**config.mk**
```make
export PLATFORM = sky130hd
export DESIGN_NAME = tmr8_counter
export DESIGN_NICKNAME = d
export VERILOG_FILES = /design/src/logic/tmr8_pkg.sv /design/src/logic/tmr8_clksel.sv /design/src/logic/tmr8_counter.sv
export SDC_FILE = /design/constraint.sdc
export NUM_CORES = 1
export LEC_CHECK = 0
export BUFFER_PORTS_ARGS = -buffer_cell sky130_fd_sc_hd__buf_4
export CAP_MARGIN = 5
export CORE_ASPECT_RATIO = 0.9
export CORE_UTILIZATION = 53
export CTS_BUF_LIST = sky130_fd_sc_hd__clkbuf_2 sky130_fd_sc_hd__clkbuf_4 sky130_fd_sc_hd__clkbuf_8
export CTS_CLUSTER_DIAMETER = 30
export DETAILED_ROUTE_END_ITERATION = 10
export PLACE_DENSITY = 0.87
export RECOVER_POWER = 100
export REMOVE_ABC_BUFFERS = 1
export SLEW_MARGIN = 5
export SYNTH_ARGS = -nofsm -noshare
export SYNTH_HDL_FRONTEND = slang
export SYNTH_SLANG_ARGS = --single-unit
```
**constraint.sdc**
```tcl
create_clock -name CLOCK -period 3.4 [get_ports CLOCK]
set_input_delay 0 -clock CLOCK [delete_from_list [all_inputs] [get_ports CLOCK]]
set_output_delay 0 -clock CLOCK [all_outputs]
set_load 0.02 [all_outputs]
```
**src/logic/tmr8_pkg.sv**
```systemverilog
package tmr8_pkg;

  // ----------------------------------------------------------------
  // Register byte addresses on the APB bus.
  // ----------------------------------------------------------------
  localparam logic [7:0] ADDR_COUNT = 8'h00;
  localparam logic [7:0] ADDR_CMP_A = 8'h04;
  localparam logic [7:0] ADDR_CMP_B = 8'h08;
  localparam logic [7:0] ADDR_CTRL1 = 8'h0c;
  localparam logic [7:0] ADDR_CTRL2 = 8'h10;
  localparam logic [7:0] ADDR_FLAG = 8'h14;
  localparam logic [7:0] ADDR_MASK = 8'h18;

  // ----------------------------------------------------------------
  // Field positions, reset values and counter landmarks.
  // ----------------------------------------------------------------
  localparam int FLAG_OVF = 0;
  localparam int FLAG_MA = 1;
  localparam int FLAG_MB = 2;
  localparam int WGM_HI_BIT = 3;
  localparam logic [7:0] RST_BYTE = 8'h00;
  localparam logic [7:0] CNT_BOTTOM = 8'h00;
  localparam logic [7:0] CNT_MAX = 8'hff;

  // ----------------------------------------------------------------
  // Counting sequence codes of the three wave mode bits.
  // ----------------------------------------------------------------
  localparam logic [2:0] WGM_NORMAL = 3'h0;
  localparam logic [2:0] WGM_PC_MAX = 3'h1;
  localparam logic [2:0] WGM_CTC = 3'h2;
  localparam logic [2:0] WGM_FAST_MAX = 3'h3;
  localparam logic [2:0] WGM_PC_A = 3'h5;
  localparam logic [2:0] WGM_FAST_A = 3'h7;

  // ----------------------------------------------------------------
  // Clock select codes and prescaler tap masks.
  // ----------------------------------------------------------------
  localparam logic [2:0] CS_STOP = 3'h0;
  localparam logic [2:0] CS_DIV1 = 3'h1;
  localparam logic [2:0] CS_DIV8 = 3'h2;
  localparam logic [2:0] CS_DIV64 = 3'h3;
  localparam logic [2:0] CS_DIV256 = 3'h4;
  localparam logic [2:0] CS_DIV1024 = 3'h5;
  localparam logic [2:0] CS_EXT_FALL = 3'h6;
  localparam logic [2:0] CS_EXT_RISE = 3'h7;
  localparam logic [9:0] TAP_DIV8 = 10'h007;
  localparam logic [9:0] TAP_DIV64 = 10'h03f;
  localparam logic [9:0] TAP_DIV256 = 10'h0ff;
  localparam logic [9:0] TAP_DIV1024 = 10'h3ff;

  typedef enum logic [1:0] {
    DIR_UP = 2'b01,
    DIR_DOWN = 2'b10
  } tmr8_dir_e;

  // Pulse-width modes have odd mode codes; they buffer the compare values.
  function automatic logic is_pwm(input logic [2:0] wgm);
    return wgm[0];
  endfunction

  // Top is compare A when the high mode bit is set or in clear mode, else the fixed maximum.
  function automatic logic [7:0] top_of(input logic [2:0] wgm, input logic [7:0] cmp_a);
    return (wgm[2] || wgm == WGM_CTC) ? cmp_a : CNT_MAX;
  endfunction

endpackage

```
**src/logic/tmr8_clksel.sv**
```systemverilog
`timescale 1ns/1ps
`default_nettype none

// ------------------------------------------------------------------
// Timer tick source: prescaler taps or a synchronised external pin.
// ------------------------------------------------------------------
module tmr8_clksel (
  input wire logic clk,
  input wire logic rst,
  input wire logic [2:0] cs,
  input wire logic ext_pin,
  output logic tick
);
  import tmr8_pkg::*;

  typedef struct packed {
    logic [9:0] pre;
    logic sync1;
    logic sync2;
    logic last;
  } tmr8_sel_s;

  tmr8_sel_s st_r;
  tmr8_sel_s st_nxt;
  logic rise;
  logic fall;

  // Free-running prescaler; the pin passes two flops before the edge detector.
  always_comb begin
    st_nxt = st_r;
    st_nxt.pre = 10'(st_r.pre + 10'h001);
    st_nxt.sync1 = ext_pin;
    st_nxt.sync2 = st_r.sync1;
    st_nxt.last = st_r.sync2;
  end

  always_ff @(posedge clk or posedge rst) begin
    if (rst) begin
      st_r <= '0;
    end else begin
      st_r <= st_nxt;
    end
  end

  // Only the second sync stage and its delayed copy feed the edge logic.
  assign rise = st_r.sync2 & ~st_r.last;
  assign fall = ~st_r.sync2 & st_r.last;

  // A zero select gives no tick at all, so the counter stands still.
  always_comb begin
    case (cs)
      CS_STOP: tick = 1'b0;
      CS_DIV1: tick = 1'b1;
      CS_DIV8: tick = (st_r.pre & TAP_DIV8) == TAP_DIV8;
      CS_DIV64: tick = (st_r.pre & TAP_DIV64) == TAP_DIV64;
      CS_DIV256: tick = (st_r.pre & TAP_DIV256) == TAP_DIV256;
      CS_DIV1024: tick = st_r.pre == TAP_DIV1024;
      CS_EXT_FALL: tick = fall;
      CS_EXT_RISE: tick = rise;
      default: tick = 1'b0;
    endcase
  end

endmodule
`default_nettype wire

```
**src/logic/tmr8_counter.sv**
```systemverilog
`timescale 1ns/1ps
`default_nettype none

// What this block does
// - Count and both compare values are 8-bit, readable and writable registers.
// - Bottom is reached when the count becomes zero; flag it internally.
// - Maximum is reached when the count becomes 255.
// - Top is 255 or compare value A, depending on mode.
// - Three-bit clock select picks prescaler tap or external pin edge.
// - Clock select zero gives no tick; counter stays stopped.
// - Each tick clears, increments or decrements the count per mode and direction.
// - Software may read and write the count at any time.
// - A count write beats a simultaneous clear or count step.
// - Three mode bits: two in first control, one in second control register.
// - Overflow flag set at mode-dependent points; usable as interrupt source.
// - Overflow, match A, match B flags in one register, each individually masked.
// - Both compare values are compared with the count every cycle.
// - A match sets the matching compare flag.
// - Each compare value has a double buffer.
// - A mode clears the count on compare match.
// - Buffer bypassed in normal, clear and reserved modes; loaded at top in pulse-width modes.
// - Compare flag set on the tick after match; cleared by ack or write-one.
// - A count write blocks compare matches during the next tick.
// - Normal mode counts up, wraps 255 to zero, sets overflow at zero.
module tmr8_counter (
  input wire logic CLOCK,
  input wire logic SYS_RST,
  input wire logic PSEL,
  input wire logic PENABLE,
  input wire logic PWRITE,
  input wire logic [7:0] PADDR,
  input wire logic [31:0] PWDATA,
  output logic [31:0] PRDATA,
  output logic PREADY,
  output logic PSLVERR,
  input wire logic EXT_COUNT_PIN,
  input wire logic ACK_OVF,
  input wire logic ACK_MATCH_A,
  input wire logic ACK_MATCH_B,
  output logic IRQ_OVF,
  output logic IRQ_MATCH_A,
  output logic IRQ_MATCH_B,
  output logic MATCH_A,
  output logic MATCH_B,
  output logic TOP_HIT,
  output logic BOTTOM_HIT,
  output logic MAX_HIT,
  output logic COUNT_DOWN,
  output logic TIMER_TICK
);
  import tmr8_pkg::*;

  // ----------------------------------------------------------------
  // State.
  // ----------------------------------------------------------------
  typedef struct packed {
    logic [7:0] cnt;
    logic [7:0] ocr_a;
    logic [7:0] ocr_b;
    logic [7:0] buf_a;
    logic [7:0] buf_b;
    logic [1:0] wgm_lo;
    logic [2:0] cs;
    logic wgm_hi;
    logic [2:0] flags;
    logic [2:0] mask;
    tmr8_dir_e dir;
    logic block;
    logic [31:0] rdata;
  } tmr8_core_s;

  tmr8_core_s st_r;
  tmr8_core_s st_nxt;
  logic tick;
  logic [2:0] wgm;
  logic [7:0] top_val;
  logic match_a;
  logic match_b;
  logic at_top;
  logic at_bottom;
  logic wr_en;
  logic wr_cnt;
  logic addr_ok;
  logic [2:0] flag_set;
  logic [2:0] flag_clr;
  logic upd_buf;

  // ----------------------------------------------------------------
  // Tick source.
  // ----------------------------------------------------------------
  tmr8_clksel u_clksel (
    .clk(CLOCK),
    .rst(SYS_RST),
    .cs(st_r.cs),
    .ext_pin(EXT_COUNT_PIN),
    .tick(tick)
  );

  // ----------------------------------------------------------------
  // Decode and comparators.
  // ----------------------------------------------------------------

  // Mode bits are split over the two control registers.
  assign wgm = {st_r.wgm_hi, st_r.wgm_lo};
  assign top_val = top_of(wgm, st_r.ocr_a);
  // The comparators run every cycle, not only on ticks.
  assign match_a = st_r.cnt == st_r.ocr_a;
  assign match_b = st_r.cnt == st_r.ocr_b;
  assign at_top = st_r.cnt == top_val;
  assign at_bottom = st_r.cnt == CNT_BOTTOM;
  assign wr_en = PSEL & PENABLE & PWRITE;
  assign wr_cnt = wr_en && PADDR == ADDR_COUNT;

  // Any of the seven words is mapped; all else answers with an error.
  always_comb begin
    case (PADDR)
      ADDR_COUNT, ADDR_CMP_A, ADDR_CMP_B, ADDR_CTRL1: addr_ok = 1'b1;
      ADDR_CTRL2, ADDR_FLAG, ADDR_MASK: addr_ok = 1'b1;
      default: addr_ok = 1'b0;
    endcase
  end

  // ----------------------------------------------------------------
  // Next state.
  // ----------------------------------------------------------------
  always_comb begin
    st_nxt = st_r;
    flag_set = 3'h0;
    flag_clr = {ACK_MATCH_B, ACK_MATCH_A, ACK_OVF};
    upd_buf = 1'b0;
    if (tick) begin
      // The block covers exactly one tick after a count write.
      st_nxt.block = 1'b0;
      flag_set[FLAG_MA] = match_a & ~st_r.block;
      flag_set[FLAG_MB] = match_b & ~st_r.block;
      case (wgm)
        WGM_NORMAL: begin
          st_nxt.cnt = 8'(st_r.cnt + 8'h01);
          flag_set[FLAG_OVF] = st_r.cnt == CNT_MAX;
        end
        WGM_CTC: begin
          if (at_top) begin
            st_nxt.cnt = CNT_BOTTOM;
          end else begin
            st_nxt.cnt = 8'(st_r.cnt + 8'h01);
          end
          flag_set[FLAG_OVF] = st_r.cnt == CNT_MAX;
        end
        WGM_FAST_MAX, WGM_FAST_A: begin
          if (at_top) begin
            st_nxt.cnt = CNT_BOTTOM;
            flag_set[FLAG_OVF] = 1'b1;
            upd_buf = 1'b1;
          end else begin
            st_nxt.cnt = 8'(st_r.cnt + 8'h01);
          end
        end
        WGM_PC_MAX, WGM_PC_A: begin
          if (st_r.dir == DIR_UP) begin
            if (at_top) begin
              st_nxt.dir = DIR_DOWN;
              st_nxt.cnt = 8'(st_r.cnt - 8'h01);
              upd_buf = 1'b1;
            end else begin
              st_nxt.cnt = 8'(st_r.cnt + 8'h01);
            end
          end else begin
            if (at_bottom) begin
              st_nxt.dir = DIR_UP;
              st_nxt.cnt = 8'(st_r.cnt + 8'h01);
              flag_set[FLAG_OVF] = 1'b1;
            end else begin
              st_nxt.cnt = 8'(st_r.cnt - 8'h01);
            end
          end
        end
        default: begin
          // Reserved codes count upward but raise no overflow flag.
          st_nxt.cnt = 8'(st_r.cnt + 8'h01);
        end
      endcase
      if (wgm == WGM_NORMAL || wgm == WGM_CTC) begin
        st_nxt.dir = DIR_UP;
      end
    end
    // Buffered compare values move to the comparators at top.
    if (upd_buf) begin
      st_nxt.ocr_a = st_r.buf_a;
      st_nxt.ocr_b = st_r.buf_b;
    end
    // Bus writes come last so they override the counting above.
    if (wr_en) begin
      case (PADDR)
        ADDR_COUNT: begin
          st_nxt.cnt = PWDATA[7:0];
          st_nxt.block = 1'b1;
        end
        ADDR_CMP_A: begin
          st_nxt.buf_a = PWDATA[7:0];
          if (!is_pwm(wgm)) begin
            st_nxt.ocr_a = PWDATA[7:0];
          end
        end
        ADDR_CMP_B: begin
          st_nxt.buf_b = PWDATA[7:0];
          if (!is_pwm(wgm)) begin
            st_nxt.ocr_b = PWDATA[7:0];
          end
        end
        ADDR_CTRL1: st_nxt.wgm_lo = PWDATA[1:0];
        ADDR_CTRL2: begin
          st_nxt.cs = PWDATA[2:0];
          st_nxt.wgm_hi = PWDATA[WGM_HI_BIT];
        end
        ADDR_FLAG: flag_clr = flag_clr | PWDATA[2:0];
        ADDR_MASK: st_nxt.mask = PWDATA[2:0];
        default: begin
        end
      endcase
    end
    // A hardware set in the same cycle as a clear keeps the flag.
    st_nxt.flags = (st_r.flags & ~flag_clr) | flag_set;
    // Read data is captured in the setup phase, ready for the access phase.
    if (PSEL && !PENABLE && !PWRITE) begin
      case (PADDR)
        ADDR_COUNT: st_nxt.rdata = {24'h000000, st_r.cnt};
        ADDR_CMP_A: st_nxt.rdata = {24'h000000, st_r.buf_a};
        ADDR_CMP_B: st_nxt.rdata = {24'h000000, st_r.buf_b};
        ADDR_CTRL1: st_nxt.rdata = {30'h0, st_r.wgm_lo};
        ADDR_CTRL2: st_nxt.rdata = {28'h0000000, st_r.wgm_hi, st_r.cs};
        ADDR_FLAG: st_nxt.rdata = {29'h0, st_r.flags};
        ADDR_MASK: st_nxt.rdata = {29'h0, st_r.mask};
        default: st_nxt.rdata = 32'h00000000;
      endcase
    end
  end

  // Everything clears on reset except the direction, which starts up; with select zero the timer is stopped.
  always_ff @(posedge CLOCK or posedge SYS_RST) begin
    if (SYS_RST) begin
      st_r <= '0;
      st_r.dir <= DIR_UP;
    end else begin
      st_r <= st_nxt;
    end
  end

  // ----------------------------------------------------------------
  // Outputs.
  // ----------------------------------------------------------------

  // The slave never waits, so the access phase always ends at once.
  assign PREADY = 1'b1;
  assign PSLVERR = PSEL & PENABLE & ~addr_ok;
  assign PRDATA = st_r.rdata;
  assign IRQ_OVF = st_r.flags[FLAG_OVF] & st_r.mask[FLAG_OVF];
  assign IRQ_MATCH_A = st_r.flags[FLAG_MA] & st_r.mask[FLAG_MA];
  assign IRQ_MATCH_B = st_r.flags[FLAG_MB] & st_r.mask[FLAG_MB];
  assign MATCH_A = match_a;
  assign MATCH_B = match_b;
  assign TOP_HIT = at_top;
  assign BOTTOM_HIT = at_bottom;
  assign MAX_HIT = st_r.cnt == CNT_MAX;
  assign COUNT_DOWN = st_r.dir == DIR_DOWN;
  assign TIMER_TICK = tick;
endmodule
`default_nettype wire

```
# [Word-level counts from Yosys, hierarchy flattened]
# Index checks and enable logic that the tools add are counted.
[word_totals] wordCells=129 output_inout_bits=44 reg_bits=100
[classes] bitwise=18 n_eq_ne=29 n_addsub=3 n_mux=39 n_reduce_logical=23
[op_table] cell="8-bit 2-to-1 mux" n=13
[op_table] cell="8-bit case mux with 7 select lines" n=1
[op_table] cell="46-bit 2-to-1 mux" n=1
[op_table] cell="8-bit by 5-bit equality test with 1-bit output (second input constant)" n=3
[op_table] cell="8-bit equality test" n=3
[op_table] cell="3-bit equality test (second input constant)" n=7
[op_table] cell="8-bit by 4-bit equality test with 1-bit output (second input constant)" n=2
[op_table] cell="8-bit equality test (second input constant)" n=2
[op_table] cell="8-bit logical NOT" n=2
[op_table] cell="16-bit 2-to-1 mux" n=1
[op_table] cell="8-bit case mux with 2 select lines" n=1
[op_table] cell="3-bit by 2-bit equality test with 1-bit output (second input constant)" n=4
[op_table] cell="2-bit 2-to-1 mux" n=6
[op_table] cell="10-bit by 1-bit adder with 10-bit output (second input constant)" n=1
[op_table] cell="1-bit bitwise AND" n=10
[op_table] cell="10-bit equality test (second input constant)" n=1
[op_table] cell="2-bit AND reduction" n=5
[op_table] cell="1-bit 2-to-1 mux" n=9
[op_table] cell="3-bit 2-to-1 mux" n=3
[op_table] cell="8-bit by 1-bit adder with 8-bit output (second input constant)" n=1
[op_table] cell="8-bit by 3-bit equality test with 1-bit output (second input constant)" n=1
[op_table] cell="1-bit case mux with 8 select lines" n=1
[op_table] cell="8-bit by 1-bit subtractor with 8-bit output (second input constant)" n=1
[op_table] cell="7-bit OR reduction" n=1
[op_table] cell="other kinds (21)" n=32

# [Depth between registers and ports, before layout]
# Gate-level depths: netlist of the first run.
[depth] ltp_word=12 depth_mapped=10

# [Cells and area by module]
# From an unflattened synthesis of the first run, not the netlist that was laid out.
[hier_totals] cells_unflattened=489 area_unflattened_um2=4710.8
[modules_own_cells] module="tmr8_counter" cells_per_inst=443 seq_area_each_um2=1577.8 instances=1 area_per_inst_um2=4147.7
[modules_own_cells] module="tmr8_clksel" cells_per_inst=46 seq_area_each_um2=325.3 instances=1 area_per_inst_um2=563.0

# [Worst setup path after synthesis of the first run]
# Ideal clock, no wire load.
[synth_timing] path_kind="register to register" from="register u_clksel.st_r[3] (netlist bit)" to="register st_r[69] (netlist bit)" stages_incl_launch_ff=11 t_arrival_ns=2.507 setup_ns=0.136 path_slack_ns=0.757 path_buffers=1 required_time_ns=3.264 cell_sequence="dfrtp_1 ha_1 nand3_1 nor2_1 and3_1 a221oi_1 clkinv_1 o2111ai_4 buf_4 mux2i_1 o21ai_0"
[synth_lines] element="start: declaration" line="tmr8_clksel.sv:23" rtl="tmr8_sel_s st_r;"
[synth_lines] element="start signal: assignment" line="tmr8_clksel.sv:41" rtl="st_r <= st_nxt;"
[synth_lines] element="end signal: assignment" line="tmr8_counter.sv:244" rtl="st_r <= st_nxt;"
[synth_lines] element="end: declaration" line="tmr8_counter.sv:72" rtl="tmr8_core_s st_r;"

==> impl_results.md, run 1 <==
* Outcome: finished with violations
* Failing checks: design-rule violations
* Share of the synthesized area in the top cell type at 0.3950
* Path type of the worst setup path: reg2reg
* Utilization after layout at 0.6008
* Maximum VDD drop at 0.0002863 V
* Internal power component at approximately 1.4 mW
* Global-route wire length before repair at 19.58 mm
* Die ar. at 0.009347 mm2
* Final cell area excluding filler cells at 0.005196 mm2
* Count of unique library cells instantiated by Yosys at 63
* Height of the die at slightly above 90 um
* Finish-stage setup viols at 0
* Cell with the most instances after synthesis: sky130_fd_sc_hd__dfrtp_1
* Number of buffers on the longest clock path at 2
* Largest cells by area after synthesis: sky130_fd_sc_hd__dfrtp_1 (40%), sky130_fd_sc_hd__mux2_2 (6.6%), sky130_fd_sc_hd__buf_4 (5.5%)
* Clk_lat worst skew at ~0.36 ns
* DRC marker count from the first detailed-route iteration at 275
* Vias per cell at 6.036
* Post-route DRC violation count at 1
* Fraction of final layout cells with drive strength greater than 1 at 0.1606
* Layout area overhead at 9.376%
* Number of register bits inferred by synthesis at between 70 and 80
* Required time at the endpoint of the critical path at 3.65 ns
* Non-filler cells, final at between 600 and 700
* Reported leakage power at 2.370 nW
* Max frequency at roughly 320 MHz
* Vias in the first global route at 3823
* Clock sink count at 76
* Count of TritonRoute iterations in the first routing pass at 8
* Total Routed Length at 12.10 mm
* Total placed cells including tap cells at 638
* List of most frequent post-synthesis cells: sky130_fd_sc_hd__dfrtp_1 (75), sky130_fd_sc_hd__nor2_1 (44), sky130_fd_sc_hd__nand2_1 (43)
* Final Hold Violating Endpoints at 0
* Initial Utilization at 0.5493
* Total CTS buffers at 9
* Count of vias placed by the detailed router at 4026
* Combinational group share of total power at 0.200
* Placeable Area at 0.008648 mm2
* Root buffer selected by CTS: sky130_fd_sc_hd__clkbuf_8
* RD Place Congestion at between 0.8 and 0.9
* Share of power burned in registers at 0.483
* EDFF count, synth at 0
* Final HPWL DP at 8.637 mm
* Net switching component of the power at roughly 0.70 mW
* Number of I/O pins at 93
* Placement-stage cell area at about 0.0050 mm2
* Final setup TNS at 0 ns
* Die width at 101.8 um
* Total grt overflow at 0
* Post-route antenna net violation count at 0
* Synthesized instance count at 506
* Seq/Total Area, Yosys at 0.4006
* Category of the worst setup path launch point: register
* Clock power share at 0.317
* Slew margin rel. at 0.2059
* Most frequently used flop master after synthesis: sky130_fd_sc_hd__dfrtp_1
* Routed length per placed instance at 18.14 um
* Hold slack at 0.1559 ns
* Maximum net fanout on the critical path at 10
* Maximum level of the CTS H-tree at 3
* Transition time of the tightest slew-check pin at 1.191 ns
* Maximum number of pins on one net before global-route repair at 50
* Antenna violations before repair at 0
* Layout Nets at slightly below 600
* Yosys warning total at 0
* Classification of the worst-slack hold path: in2reg
* # resized after CTS at 0
* Sort of element at the end of the critical path: register
* Clock Pin Slew Worst Setup and Hold Paths at 0.09 ns
* Share of the cycle needed by the critical path after routing at 0.9137
* Most area-hungry cell type in the Yosys netlist: sky130_fd_sc_hd__dfrtp_1
* Synthesized area per cell at 9.389 um2
* # Post-CTS Setup Buffers at 0
* Fraction of power spent switching nets at 0.3361
* Number of rows in the core area at 32
* Power per cell area at 400.9 mW/mm2
* RSZ-0062 raised after global routing: no
* Period minus WS final at 3.107 ns
* TritonCTS clock tree: yes
* Number of hold buffers added after CTS at 13
* Cell area after technology mapping at 0.004751 mm2
* Number of I/O port buffers at 43
* GR Util All Layers at 0.2761
* Antenna diode count at 0
* Number of max-cap violations at 0
* Pins Over Slew Limit at 0
* Endpoint arrival time on the critical path at about 3.4 ns
* Fraction of registers with async set or reset after synthesis at 1.000
* Post-Route Skew at 0.01802 ns
[layout make-up]
cell class                      instances  area, um2
Inverter                               14      52.55
Fill cell                             739       3452
Clock inverter                          7      58.81
Clock buffer                            9      123.9
Multi-Input combinational cell        380       2470
Tap cell                              119      148.9
Sequential cell                        76       1903
Timing Repair Buffer                   62      439.2
[worst max-delay path, stage by stage, from the launching register on]
cell	delay (ns)
sky130_fd_sc_hd__dfrtp_1	0.62
sky130_fd_sc_hd__inv_1	0.26
sky130_fd_sc_hd__a2111o_1	0.46
sky130_fd_sc_hd__a2111o_1	0.41
sky130_fd_sc_hd__a211oi_1	0.39
sky130_fd_sc_hd__nor2_1	0.19
sky130_fd_sc_hd__o311a_1	0.38
sky130_fd_sc_hd__o31a_1	0.28
[placed cells by master, fill, tap and decap left out, types with 4 or more instances in the layout]
cell type                       synthesis  layout
sky130_fd_sc_hd__dfrtp_1               75      75
sky130_fd_sc_hd__nor2_1                44      44
sky130_fd_sc_hd__nand2_1               43      43
sky130_fd_sc_hd__a21oi_1               33      33
sky130_fd_sc_hd__buf_4                 35      30
sky130_fd_sc_hd__mux2_2                28      28
sky130_fd_sc_hd__o21ai_0               25      26
sky130_fd_sc_hd__conb_1                 2      25
sky130_fd_sc_hd__mux2i_1               22      22
sky130_fd_sc_hd__xnor2_1               17      17
sky130_fd_sc_hd__clkbuf_1              13      15
sky130_fd_sc_hd__nand3_1               14      14
sky130_fd_sc_hd__inv_1                 13      13
sky130_fd_sc_hd__dlygate4sd3_1          0      13
sky130_fd_sc_hd__nor2b_1                9       9
sky130_fd_sc_hd__nor3_1                 9       9
sky130_fd_sc_hd__clkbuf_8               0       9
sky130_fd_sc_hd__nand2b_1               7       7
sky130_fd_sc_hd__nand4_1                7       7
sky130_fd_sc_hd__nor4_1                 4       5
sky130_fd_sc_hd__a221oi_1               5       5
sky130_fd_sc_hd__a31oi_1                5       5
sky130_fd_sc_hd__o31ai_1                5       5
sky130_fd_sc_hd__a2111o_1               5       5
sky130_fd_sc_hd__xor2_1                 5       5
sky130_fd_sc_hd__ha_1                   5       5
sky130_fd_sc_hd__or3_1                  3       4
sky130_fd_sc_hd__and2_0                 0       4
sky130_fd_sc_hd__and3_1                 4       4
sky130_fd_sc_hd__o221ai_1               4       4
sky130_fd_sc_hd__a21o_1                 4       4
[path summary, 6_finish.rpt]
path | cells after the start | slack [ns] | startpoint | to
hold / removal | 4 | 0.16 | PADDR[2] | PRDATA[4]
max in group asynchronous | 4 | 1.20 | SYS_RST | st_r[34]
hold reg to reg | 0 | 0.36 | u_clksel.st_nxt[1] | u_clksel.st_nxt[0]
setup / recovery | 7 | 0.29 | st_r[82] | st_r[85]
setup reg to reg | 7 | 0.29 | st_r[82] | st_r[85]
min in group asynchronous | 3 | 0.45 | SYS_RST | PRDATA[2]
[registers in the layout (all words and copies together), names as in the netlist]
signal	count
u_clksel.st_nxt	2
PRDATA	8
st_r	55
u_clksel.st_r	11
[through the flow]
step | total power, mW | setup slack, ns
2_1_floorplan | 1.279 | 0.1374
3_3_place_gp | 1.409 | 0.5110
3_5_place_dp | 1.421 | 0.4257
4_1_cts | 2.080 | 0.4013
5_1_grt | 2.172 | 0.1760
6_report | 2.083 | 0.2934
[cell families (layout without fill, tap and decap cells)]
kind of cell	Yosys count	count (layout)	share of synthesized area
mux	50	50	0.1127
other cells	2	25	0.001581
simple gates	164	164	0.1733
compound gates	114	114	0.1657
buf+inv	73	92	0.09244
xor+xnor	22	22	0.04056
flops	76	76	0.4006
fa+ha+maj	5	5	0.01317
[power by group through the flow]
stage	logic [mW]	registers, mW	clock network [mW]
after floorplan	0.264	1.02	0
after global placement	0.392	1.02	0
after detailed placement	0.402	1.02	0
after CTS	0.417	1.00	0.659
after global routing	0.458	1.01	0.702
final	0.417	1.01	0.659
[layer usage]
| metal | GRT usage | vias up | part of all wire |
|---|---|---|---|
| met3 | 0.06555 | 42 | 0.094 |
| met2 | 0.4319 | 227 | 0.46 |
| met1 | 0.3759 | 1927 | 0.42 |
| met4 | 0.09058 | 0 | 0.026 |
| met5 | 0 | - | 0 |
| li1 | - | 1830 | - |
No activity file was read; power rests on OpenSTA's default activity.
==> run 2: changes to the inputs <==
--- a/config.mk
+++ b/config.mk
@@ -5,6 +5,7 @@
 export SDC_FILE = /design/constraint.sdc
 export NUM_CORES = 1
 export LEC_CHECK = 0
+export ABC_AREA = 1
 export BUFFER_PORTS_ARGS = -buffer_cell sky130_fd_sc_hd__buf_4
 export CAP_MARGIN = 5
 export CORE_ASPECT_RATIO = 0.9
==> run 2 against run 1 <==
Net effect: flip-flop and latch count is the same; worst setup slack better by 0.36 ns; cell area is 1.6% lower; largest power group unchanged; the run now ends clean; combinational power increased by 93%; fmax grew 13%; global-route usage is 0.41 points lower; wire length is 2.5% lower; via count increased by 7.6%; critical endpoint is now st_r[69].
==> impl_results.md, run 2 <==
* Number of register bits inferred by synthesis at 76 (unchanged)
* Power per cell area at 527.9 mW/mm2 (was 400.9 mW/mm2)
* Pins Over Slew Limit at 0 (unchanged)
* Final HPWL DP at 8.378 mm (was 8.637 mm)
* Flip-flop count of the largest register, all copies and words added at 55 (unchanged)
* Die ar. at 0.009200 mm2 (was 0.009347 mm2)
* Classification of the worst-slack hold path: in2reg (unchanged)
* Seq/Total Area, Yosys at 0.4071 (was 0.4006)
* Number of I/O port buffers at 43 (unchanged)
* DRC marker count from the first detailed-route iteration at 498 (was 275)
* Path type of the worst setup path: reg2reg (unchanged)
* Global-route wire length before repair at 19.57 mm (was 19.58 mm)
* RSZ-0062 raised after global routing: no (unchanged)
* Clock power share at 0.288 (was 0.317)
* Most frequently used flop master after synthesis: sky130_fd_sc_hd__dfrtp_1 (unchanged)
* Combinational group share of total power at 0.297 (was 0.200)
* Layout Nets at 699 (was 597)
* Vias per cell at 5.631 (was 6.036)
* Max frequency at 364.2 MHz (was 321.9 MHz)
* Largest family of logic cells by synthesized area: simple AND/OR/NAND/NOR gates (unchanged)
* EDFF count, synth at 0 (unchanged)
* Share of synthesized cell area in full adder, half adder and majority cells at 0.01338 (was 0.01317)
* List of most frequent post-synthesis cells: sky130_fd_sc_hd__nand2_1 (149), sky130_fd_sc_hd__dfrtp_1 (75), sky130_fd_sc_hd__inv_1 (64) (was sky130_fd_sc_hd__dfrtp_1 (75), sky130_fd_sc_hd__nor2_1 (44), sky130_fd_sc_hd__nand2_1 (43))
* Yosys warning total at 0 (unchanged)
* Height of the die at 91.10 um (was 91.82 um)
* Count of TritonRoute iterations in the first routing pass at 6 (was 8)
* Synthesized instance count at 605 (was 506)
* Category of the worst setup path launch point: register (unchanged)
* Routed wl met3 at 1.164 mm (was 1.133 mm)
* Transition time of the tightest slew-check pin at 1.261 ns (was 1.191 ns)
* Sort of element at the end of the critical path: register (unchanged)
* Fraction of registers with async set or reset after synthesis at 1.000 (unchanged)
* Share of the synthesized area in the top cell type at 0.4015 (was 0.3950)
* Share of the cycle needed by the critical path after routing at 0.8075 (was 0.9137)
* Share of power burned in registers at 0.414 (was 0.483)
* Largest cells by area after synthesis: sky130_fd_sc_hd__dfrtp_1 (40%), sky130_fd_sc_hd__nand2_1 (12%), sky130_fd_sc_hd__buf_4 (5.6%) (was sky130_fd_sc_hd__dfrtp_1 (40%), sky130_fd_sc_hd__mux2_2 (6.6%), sky130_fd_sc_hd__buf_4 (5.5%))
* Post-route antenna net violation count at 0 (unchanged)
* Most area-hungry cell type in the Yosys netlist: sky130_fd_sc_hd__dfrtp_1 (unchanged)
* Top Layer Used: met4 (unchanged)
* Fill cell instance count of the final layout at 795 (was 739)
* Count of unique library cells instantiated by Yosys at 47 (was 63)
* Clock Pin Slew Worst Setup and Hold Paths at 0.08 ns (was 0.09 ns)
* Simple-gate share of the synthesized area at 0.2380 (was 0.1733)
* Most frequent cells in the layout: sky130_fd_sc_hd__nand2_1 (151), sky130_fd_sc_hd__dfrtp_1 (75), sky130_fd_sc_hd__inv_1 (66) (was sky130_fd_sc_hd__dfrtp_1 (75), sky130_fd_sc_hd__nor2_1 (44), sky130_fd_sc_hd__nand2_1 (43))
* Endpoint arrival time on the critical path at 2.96 ns (was 3.35 ns)
* Fraction of final layout cells with drive strength greater than 1 at 0.1031 (was 0.1606)
* Outcome: complete, no violations (was finished with violations)
* Clock sink count at 76 (unchanged)
* Final setup TNS at 0 ns (unchanged)
* Maximum net fanout on the critical path at 25 (was 10)
* Mux share of post-synthesis cell area at 0 (was 0.1127)
* Vias in the first global route at 4132 (was 3823)
* Number of buffers on the longest clock path at 2 (unchanged)
* Internal power component at 1.692 mW (was 1.383 mW)
* Net switching component of the power at 1.007 mW (was 0.7003 mW)
* Number of rows in the core area at 32 (unchanged)
* TritonCTS clock tree: yes (unchanged)
* Synthesized area per cell at 7.726 um2 (was 9.389 um2)
* Maximum number of pins on one net before global-route repair at 53 (was 50)
* Multi-input combinational cell area at 0.002181 mm2 (was 0.002470 mm2)
* Total chip power at 2.699 mW (was 2.083 mW)
* Sequential cell area at 0.001903 mm2 (unchanged)
* Period minus WS final at 2.745 ns (was 3.107 ns)
* Total CTS buffers at 9 (unchanged)
* Layout area overhead at 9.395% (was 9.376%)
* Sum of routed wire segments on met1 at 4.982 mm (was 5.032 mm)
* Register containing the most flip-flops in the final layout: st_r (unchanged)
* Antenna violations before repair at 0 (unchanged)
* Cell area after technology mapping at 0.004674 mm2 (was 0.004751 mm2)
* Antenna diode count at 0 (unchanged)
* Maximum VDD drop at 0.0004222 V (was 0.0002863 V)
* GR Util All Layers at 0.2721 (was 0.2761)
* Fraction of synthesized cell area in xor and xnor cells at 0.03747 (was 0.04056)
* Reported leakage power at 2.555 nW (was 2.370 nW)
* Utilization after layout at 0.5968 (was 0.6008)
* Clk_lat worst skew at 0.36 ns (about the same)
* Count of vias placed by the detailed router at 4330 (was 4026)
* Worst-case setup margin in the final layout at 0.6545 ns (was 0.2934 ns)
* Most common library cell in the layout ignoring fill and taps: sky130_fd_sc_hd__nand2_1 (was sky130_fd_sc_hd__dfrtp_1)
* RD Place Congestion at 0.9322 (was 0.8850)
* Compound-cell area share of the yosys netlist at 0.1614 (was 0.1657)
* Initial Utilization at 0.5456 (was 0.5493)
* Post-route DRC violation count at 0 (was 1)
* Maximum level of the CTS H-tree at 3 (unchanged)
* Number of max-cap violations at 0 (unchanged)
* Slew margin rel. at 0.1594 (was 0.2059)
* Finish-stage setup viols at 0 (unchanged)
* Number of I/O pins at 93 (unchanged)
* Placeable Area at 0.008568 mm2 (was 0.008648 mm2)
* Post-Route Skew at 0.01495 ns (was 0.01802 ns)
* Routed length per placed instance at 15.34 um (was 18.14 um)
* Total Routed Length at 11.80 mm (was 12.10 mm)
* Die width at 101.0 um (was 101.8 um)
* Final Hold Violating Endpoints at 0 (unchanged)
* Met2 WL post-DR at 5.396 mm (was 5.613 mm)
* Cell with the most instances after synthesis: sky130_fd_sc_hd__nand2_1 (was sky130_fd_sc_hd__dfrtp_1)
* Setup slack at placement at 1.120 ns (was 0.4257 ns)
* Total grt overflow at 0 (unchanged)
* Root buffer selected by CTS: sky130_fd_sc_hd__clkbuf_8 (unchanged)
* Required time at the endpoint of the critical path at 3.61 ns (was 3.65 ns)
* Fraction of power spent switching nets at 0.3731 (was 0.3361)
[run 2: cell types whose count changed in the layout (fill, tap and decap cells not counted), moves of 7 or more]
| cell | delta |
|---|---|
| sky130_fd_sc_hd__nand3_1 | +16 |
| sky130_fd_sc_hd__nor2b_1 | -9 |
| sky130_fd_sc_hd__xnor2_1 | -8 |
| sky130_fd_sc_hd__mux2_2 | -28 |
| sky130_fd_sc_hd__mux2i_1 | -22 |
| sky130_fd_sc_hd__inv_1 | +53 |
| sky130_fd_sc_hd__o22ai_1 | +7 |
| sky130_fd_sc_hd__nand2_1 | +108 |
| sky130_fd_sc_hd__o21ai_0 | +28 |
| sky130_fd_sc_hd__o211ai_1 | +7 |
| sky130_fd_sc_hd__nand2b_1 | -7 |
| sky130_fd_sc_hd__a21oi_1 | -17 |
[run 2: final cells by class]
type | instances | area share
clock buffer | 12 | 0.02863
clock inverter | 4 | 0.01444
timing repair buffer | 56 | 0.07414
sequential | 76 | 0.3722
inverter | 73 | 0.05505
multi-input combinational | 429 | 0.4265
tap | 119 | 0.02912
[run 2: stage by stage]
stage	cells	cell area [um2]	hold slack [ns]
floorplan	578	4384	0.03143
global placement	743	4878	0.06678
detailed placement	743	4878	0.07501
CTS	769	5199	0.01121
global route	769	5114	0.01515
finish	769	5114	0.01563
[run 2: worst paths after layout]
kind,from,end,slack [ns],cells after the start
worst max-delay path,st_r[81],st_r[69],0.65,11
worst min-delay path,ACK_MATCH_A,st_r[39],0.02,3
worst max register to register,st_r[81],st_r[69],0.65,11
worst min register to register,u_clksel.st_nxt[1],u_clksel.st_nxt[0],0.34,0
max in group asynchronous,SYS_RST,st_r[66],1.20,4
min in group asynchronous,SYS_RST,PRDATA[4],0.42,3
[run 2: cells by family (layout without fill, tap and decap cells)]
logic type / Yosys count / count (layout)
DFF: 76 / 76
other: 2 / 25
buffers and inverters: 123 / 145
and+or+nand+nor: 255 / 255
xor gates and xnor gates: 20 / 20
adders and majority gates: 5 / 5
AOI/OAI and AO/OA: 124 / 124
[run 2: critical path, stage by stage (launching register included)]
cell and delay (ns):
sky130_fd_sc_hd__dfrtp_1 0.63, sky130_fd_sc_hd__clkinvlp_2 0.40, sky130_fd_sc_hd__nand2_2 0.12, sky130_fd_sc_hd__nand2_1 0.07, sky130_fd_sc_hd__nor2_2 0.14, sky130_fd_sc_hd__nand2_1 0.12
sky130_fd_sc_hd__nor2_4 0.14, sky130_fd_sc_hd__nand3_4 0.13, sky130_fd_sc_hd__inv_4 0.18, sky130_fd_sc_hd__nand3_4 0.27, sky130_fd_sc_hd__o21ai_0 0.31, sky130_fd_sc_hd__o22ai_1 0.10
[run 2: routing by layer]
layer | track usage | up-vias
li1 | - | 2008
met1 | 0.3707 | 2021
met2 | 0.4338 | 266
met3 | 0.06159 | 35
met4 | 0.07850 | 0
met5 | 0 | -
[run 2: what timing repair did]
item	in CTS	in global routing
hold buffers	10	0
buffers inserted	0	0
resized for setup	0	0
hold endpoints to repair	37	0
[run 2: power by group through the flow]
| stage | combinational [mW] | sequential [mW] | clock [mW] |
|---|---|---|---|
| floorplan | 0.602 | 1.09 | 0 |
| global placement | 0.747 | 1.12 | 0 |
| detailed placement | 0.776 | 1.13 | 0 |
| CTS | 0.793 | 1.11 | 0.786 |
| global route | 0.890 | 1.12 | 0.822 |
| finish | 0.803 | 1.12 | 0.778 |
==> run 3: changes to the inputs <==
--- a/config.mk
+++ b/config.mk
@@ -9,11 +9,11 @@
 export BUFFER_PORTS_ARGS = -buffer_cell sky130_fd_sc_hd__buf_4
 export CAP_MARGIN = 5
 export CORE_ASPECT_RATIO = 0.9
-export CORE_UTILIZATION = 53
+export CORE_UTILIZATION = 52
 export CTS_BUF_LIST = sky130_fd_sc_hd__clkbuf_2 sky130_fd_sc_hd__clkbuf_4 sky130_fd_sc_hd__clkbuf_8
 export CTS_CLUSTER_DIAMETER = 30
 export DETAILED_ROUTE_END_ITERATION = 10
-export PLACE_DENSITY = 0.87
+export PLACE_DENSITY = 0.89
 export RECOVER_POWER = 100
 export REMOVE_ABC_BUFFERS = 1
 export SLEW_MARGIN = 5
==> constraint.sdc (replaced) <==
create_clock -name CLOCK -period 2.5 [get_ports CLOCK]
set_input_delay 0 -clock CLOCK [delete_from_list [all_inputs] [get_ports CLOCK]]
set_output_delay 0 -clock CLOCK [all_outputs]
set_load 0.02 [all_outputs]
==> run 3 against run 2 <==
Net effect: the run now ends with max-capacitance violations, max-slew violations left; sequential power is 32% higher; cell count is 1.0% higher; flip-flop and latch count stayed put; combinational power is 42% higher; first-iteration DRC count is 13% lower; highest routed layer unchanged.
==> impl_results.md, run 3 (synthesis results as in run 2) <==
* Outcome: finished with violations (was complete, no violations)
* Failing checks: max-capacitance violations, max-slew violations
* Final cell area excluding filler cells at 0.005182 mm2 (was 0.005114 mm2)
* Max frequency at 431.7 MHz
* Die width at 101.9 um (was 101.0 um)
* Critical path, cell by cell: ha_1, nand3_1, nor2_2, and3_1, nand2_1, nand3_1, nand2_2, clkinv_1, buf_4, clkbuf_1 (was clkinvlp_2, nand2_2, nand2_1, nor2_2, nand2_1, nor2_4, nand3_4, inv_4, nand3_4, o21ai_0, o22ai_1)
* Final setup TNS at 0 ns (unchanged)
* Vias in the first global route at 3999 (was 4132)
* Maximum level of the CTS H-tree at 3 (unchanged)
* Period minus WS final at 2.317 ns
* Final HPWL DP at 8.548 mm (was 8.378 mm)
* Post-Route Skew at 0.01291 ns (was 0.01495 ns)
* Height of the die at 91.95 um (was 91.10 um)
* Path type of the worst setup path: reg2out (was reg2reg)
* Slowest Stage Delay on Critical Path at 0.37 ns (was 0.63 ns)
* Vias per cell at 5.611 (was 5.631)
* Number of buffers on the longest clock path at 2 (unchanged)
* Root buffer selected by CTS: sky130_fd_sc_hd__clkbuf_8 (unchanged)
* Number of buffers and inverters on the critical path at 3 (was 2)
* Finish-stage setup viols at 0 (unchanged)
* RSZ-0062 raised after global routing: no (unchanged)
* Antenna diode count at 0 (unchanged)
* Post-route DRC violation count at 0 (unchanged)
* Share of the cycle needed by the critical path after routing at 0.9266
* Category of the worst setup path launch point: register (unchanged)
* Most frequent cells in the layout: sky130_fd_sc_hd__nand2_1 (149), sky130_fd_sc_hd__dfrtp_1 (75), sky130_fd_sc_hd__inv_1 (67) (was sky130_fd_sc_hd__nand2_1 (151), sky130_fd_sc_hd__dfrtp_1 (75), sky130_fd_sc_hd__inv_1 (66))
* Number of hold buffers added after CTS at 11 (was 10)
* Power per cell area at 695.5 mW/mm2 (was 527.9 mW/mm2)
* Utilization after layout at 0.5992 (was 0.5968)
* TritonCTS clock tree: yes (unchanged)
* Most common library cell in the layout ignoring fill and taps: sky130_fd_sc_hd__nand2_1 (unchanged)
* RD Place Congestion at 0.9833 (was 0.9322)
* GR Util All Layers at 0.2640 (was 0.2721)
* Number of rows in the core area at 32 (unchanged)
* Transition time of the tightest slew-check pin at 1.690 ns (was 1.261 ns)
* Clk_lat worst skew at 0.37 ns (was 0.36 ns)
* # resized after CTS at 0 (unchanged)
* Antenna violations before repair at 0 (unchanged)
* Layout Nets at 707 (was 699)
* Endpoint arrival time on the critical path at 2.32 ns (was 2.96 ns)
* Sort of element at the end of the critical path: primary output (was register)
* Maximum VDD drop at 0.0004328 V (was 0.0004222 V)
* Placeable Area at 0.008648 mm2 (was 0.008568 mm2)
* DRC marker count from the first detailed-route iteration at 435 (was 498)
* Post-route antenna net violation count at 0 (unchanged)
* Number of I/O port buffers at 43 (unchanged)
* Number of max-cap violations at 1 (was 0)
* Count of vias placed by the detailed router at 4360 (was 4330)
* Fraction of final layout cells with drive strength greater than 1 at 0.1155 (was 0.1031)
* Clock sink count at 76 (unchanged)
* Reported leakage power at 2.597 nW (was 2.555 nW)
* Total Routed Length at 11.75 mm (was 11.80 mm)
* Required time at the endpoint of the critical path at 2.50 ns (was 3.61 ns)
* Slowest cell on the critical path: sky130_fd_sc_hd__dfrtp_1 (unchanged)
* Total grt overflow at 0 (unchanged)
* Final Hold Violating Endpoints at 0 (unchanged)
* Register containing the most flip-flops in the final layout: st_r (unchanged)
* Initial Utilization at 0.5405 (was 0.5456)
* Largest delay contributor family on the critical path: simple AND/OR/NAND/NOR gates (unchanged)
* Clock Pin Slew Worst Setup and Hold Paths at 0.09 ns (was 0.08 ns)
* Maximum net fanout on the critical path at 13 (was 25)
* Maximum number of pins on one net before global-route repair at 45 (was 53)
* Placement-stage cell area at 0.004943 mm2 (was 0.004878 mm2)
* Pins Over Slew Limit at 44 (was 0)
* Cell mode on critical path: sky130_fd_sc_hd__nand3_1
* Count of TritonRoute iterations in the first routing pass at 6 (unchanged)
* Layout area overhead at 10.87% (was 9.395%)
* Global-route wire length before repair at 18.95 mm (was 19.57 mm)
* Number of I/O pins at 93 (unchanged)
* # Post-CTS Setup Buffers at 0 (unchanged)
* Slew margin rel. at -0.1281 (was 0.1594)
* Routed length per placed instance at 15.12 um (was 15.34 um)
* Total CTS buffers at 9 (unchanged)
* Die ar. at 0.009373 mm2 (was 0.009200 mm2)
* Flip-flop count of the largest register, all copies and words added at 55 (unchanged)
* Classification of the worst-slack hold path: in2reg (unchanged)
-- run 3: cell types whose count changed in the layout (fill, tap and decap cells not counted), moves of 2 or more --
cell and delta:
sky130_fd_sc_hd__buf_4 +5, sky130_fd_sc_hd__clkbuf_4 -2, sky130_fd_sc_hd__clkinvlp_2 -2, sky130_fd_sc_hd__nand2_1 -2
sky130_fd_sc_hd__nand2_2 +2
-- run 3: path summary, 6_finish.rpt --
kind	startpoint	end	slack (ns)	depth (start not counted)
worst max-delay path	u_clksel.st_r[3]	TIMER_TICK	0.18	10
worst min-delay path	PWDATA[1]	st_r[39]	0.03	3
worst max register to register	st_r[86]	st_r[70]	0.20	11
worst min register to register	u_clksel.st_nxt[1]	u_clksel.st_nxt[0]	0.35	0
max in group asynchronous	SYS_RST	u_clksel.st_r[8]	0.57	4
min in group asynchronous	SYS_RST	PRDATA[6]	0.72	3
-- run 3: worst register-to-register path, stage by stage, from the launching register on --
cell and delay [ns]:
sky130_fd_sc_hd__dfrtp_1 0.52, sky130_fd_sc_hd__clkinv_2 0.18, sky130_fd_sc_hd__nand2_4 0.08, sky130_fd_sc_hd__nand2_1 0.06, sky130_fd_sc_hd__nor2_1 0.19, sky130_fd_sc_hd__nand2_2 0.11
sky130_fd_sc_hd__nor2_4 0.14, sky130_fd_sc_hd__nand3_4 0.14, sky130_fd_sc_hd__inv_4 0.12, sky130_fd_sc_hd__nand3_4 0.24, sky130_fd_sc_hd__o21ai_0 0.30, sky130_fd_sc_hd__o22ai_1 0.11
-- run 3: layer usage --
metal / vias up / wire length [um] / track usage
met1: 2028 / 4943 / 0.3561
met2: 272 / 5453 / 0.4178
met4: 0 / 266 / 0.1024
met5: - / 0 / 0
met3: 33 / 1086 / 0.05259
li1: 2027 / - / -
-- run 3: through the flow --
step	power (mW)	instances	hold WS, ns	setup slack, ns
floorplan	2.302	578	0.03143	0.09300
global placement	2.570	750	0.1096	0.3977
detailed placement	2.611	750	0.1110	0.3233
CTS	3.600	777	0.02515	0.2681
global route	3.801	777	0.05024	0.03925
finish	3.605	777	0.03437	0.1835
-- run 3: report_power, final --
group          internal [mW]  switching (mW)  total (mW)
sequential              1.32           0.163        1.48
clock                  0.503           0.473       0.976
combinational          0.406           0.738        1.14
total                   2.23            1.37        3.60
-- run 3: final cells by class --
cell class,instances,area (um2)
inverter,73,282.8
fill,772,3466
multi-input combinational,429,2191
clock inverter,5,60.06
tap,119,148.9
clock buffer,11,145.1
sequential,76,1903
timing repair buffer,64,451.7
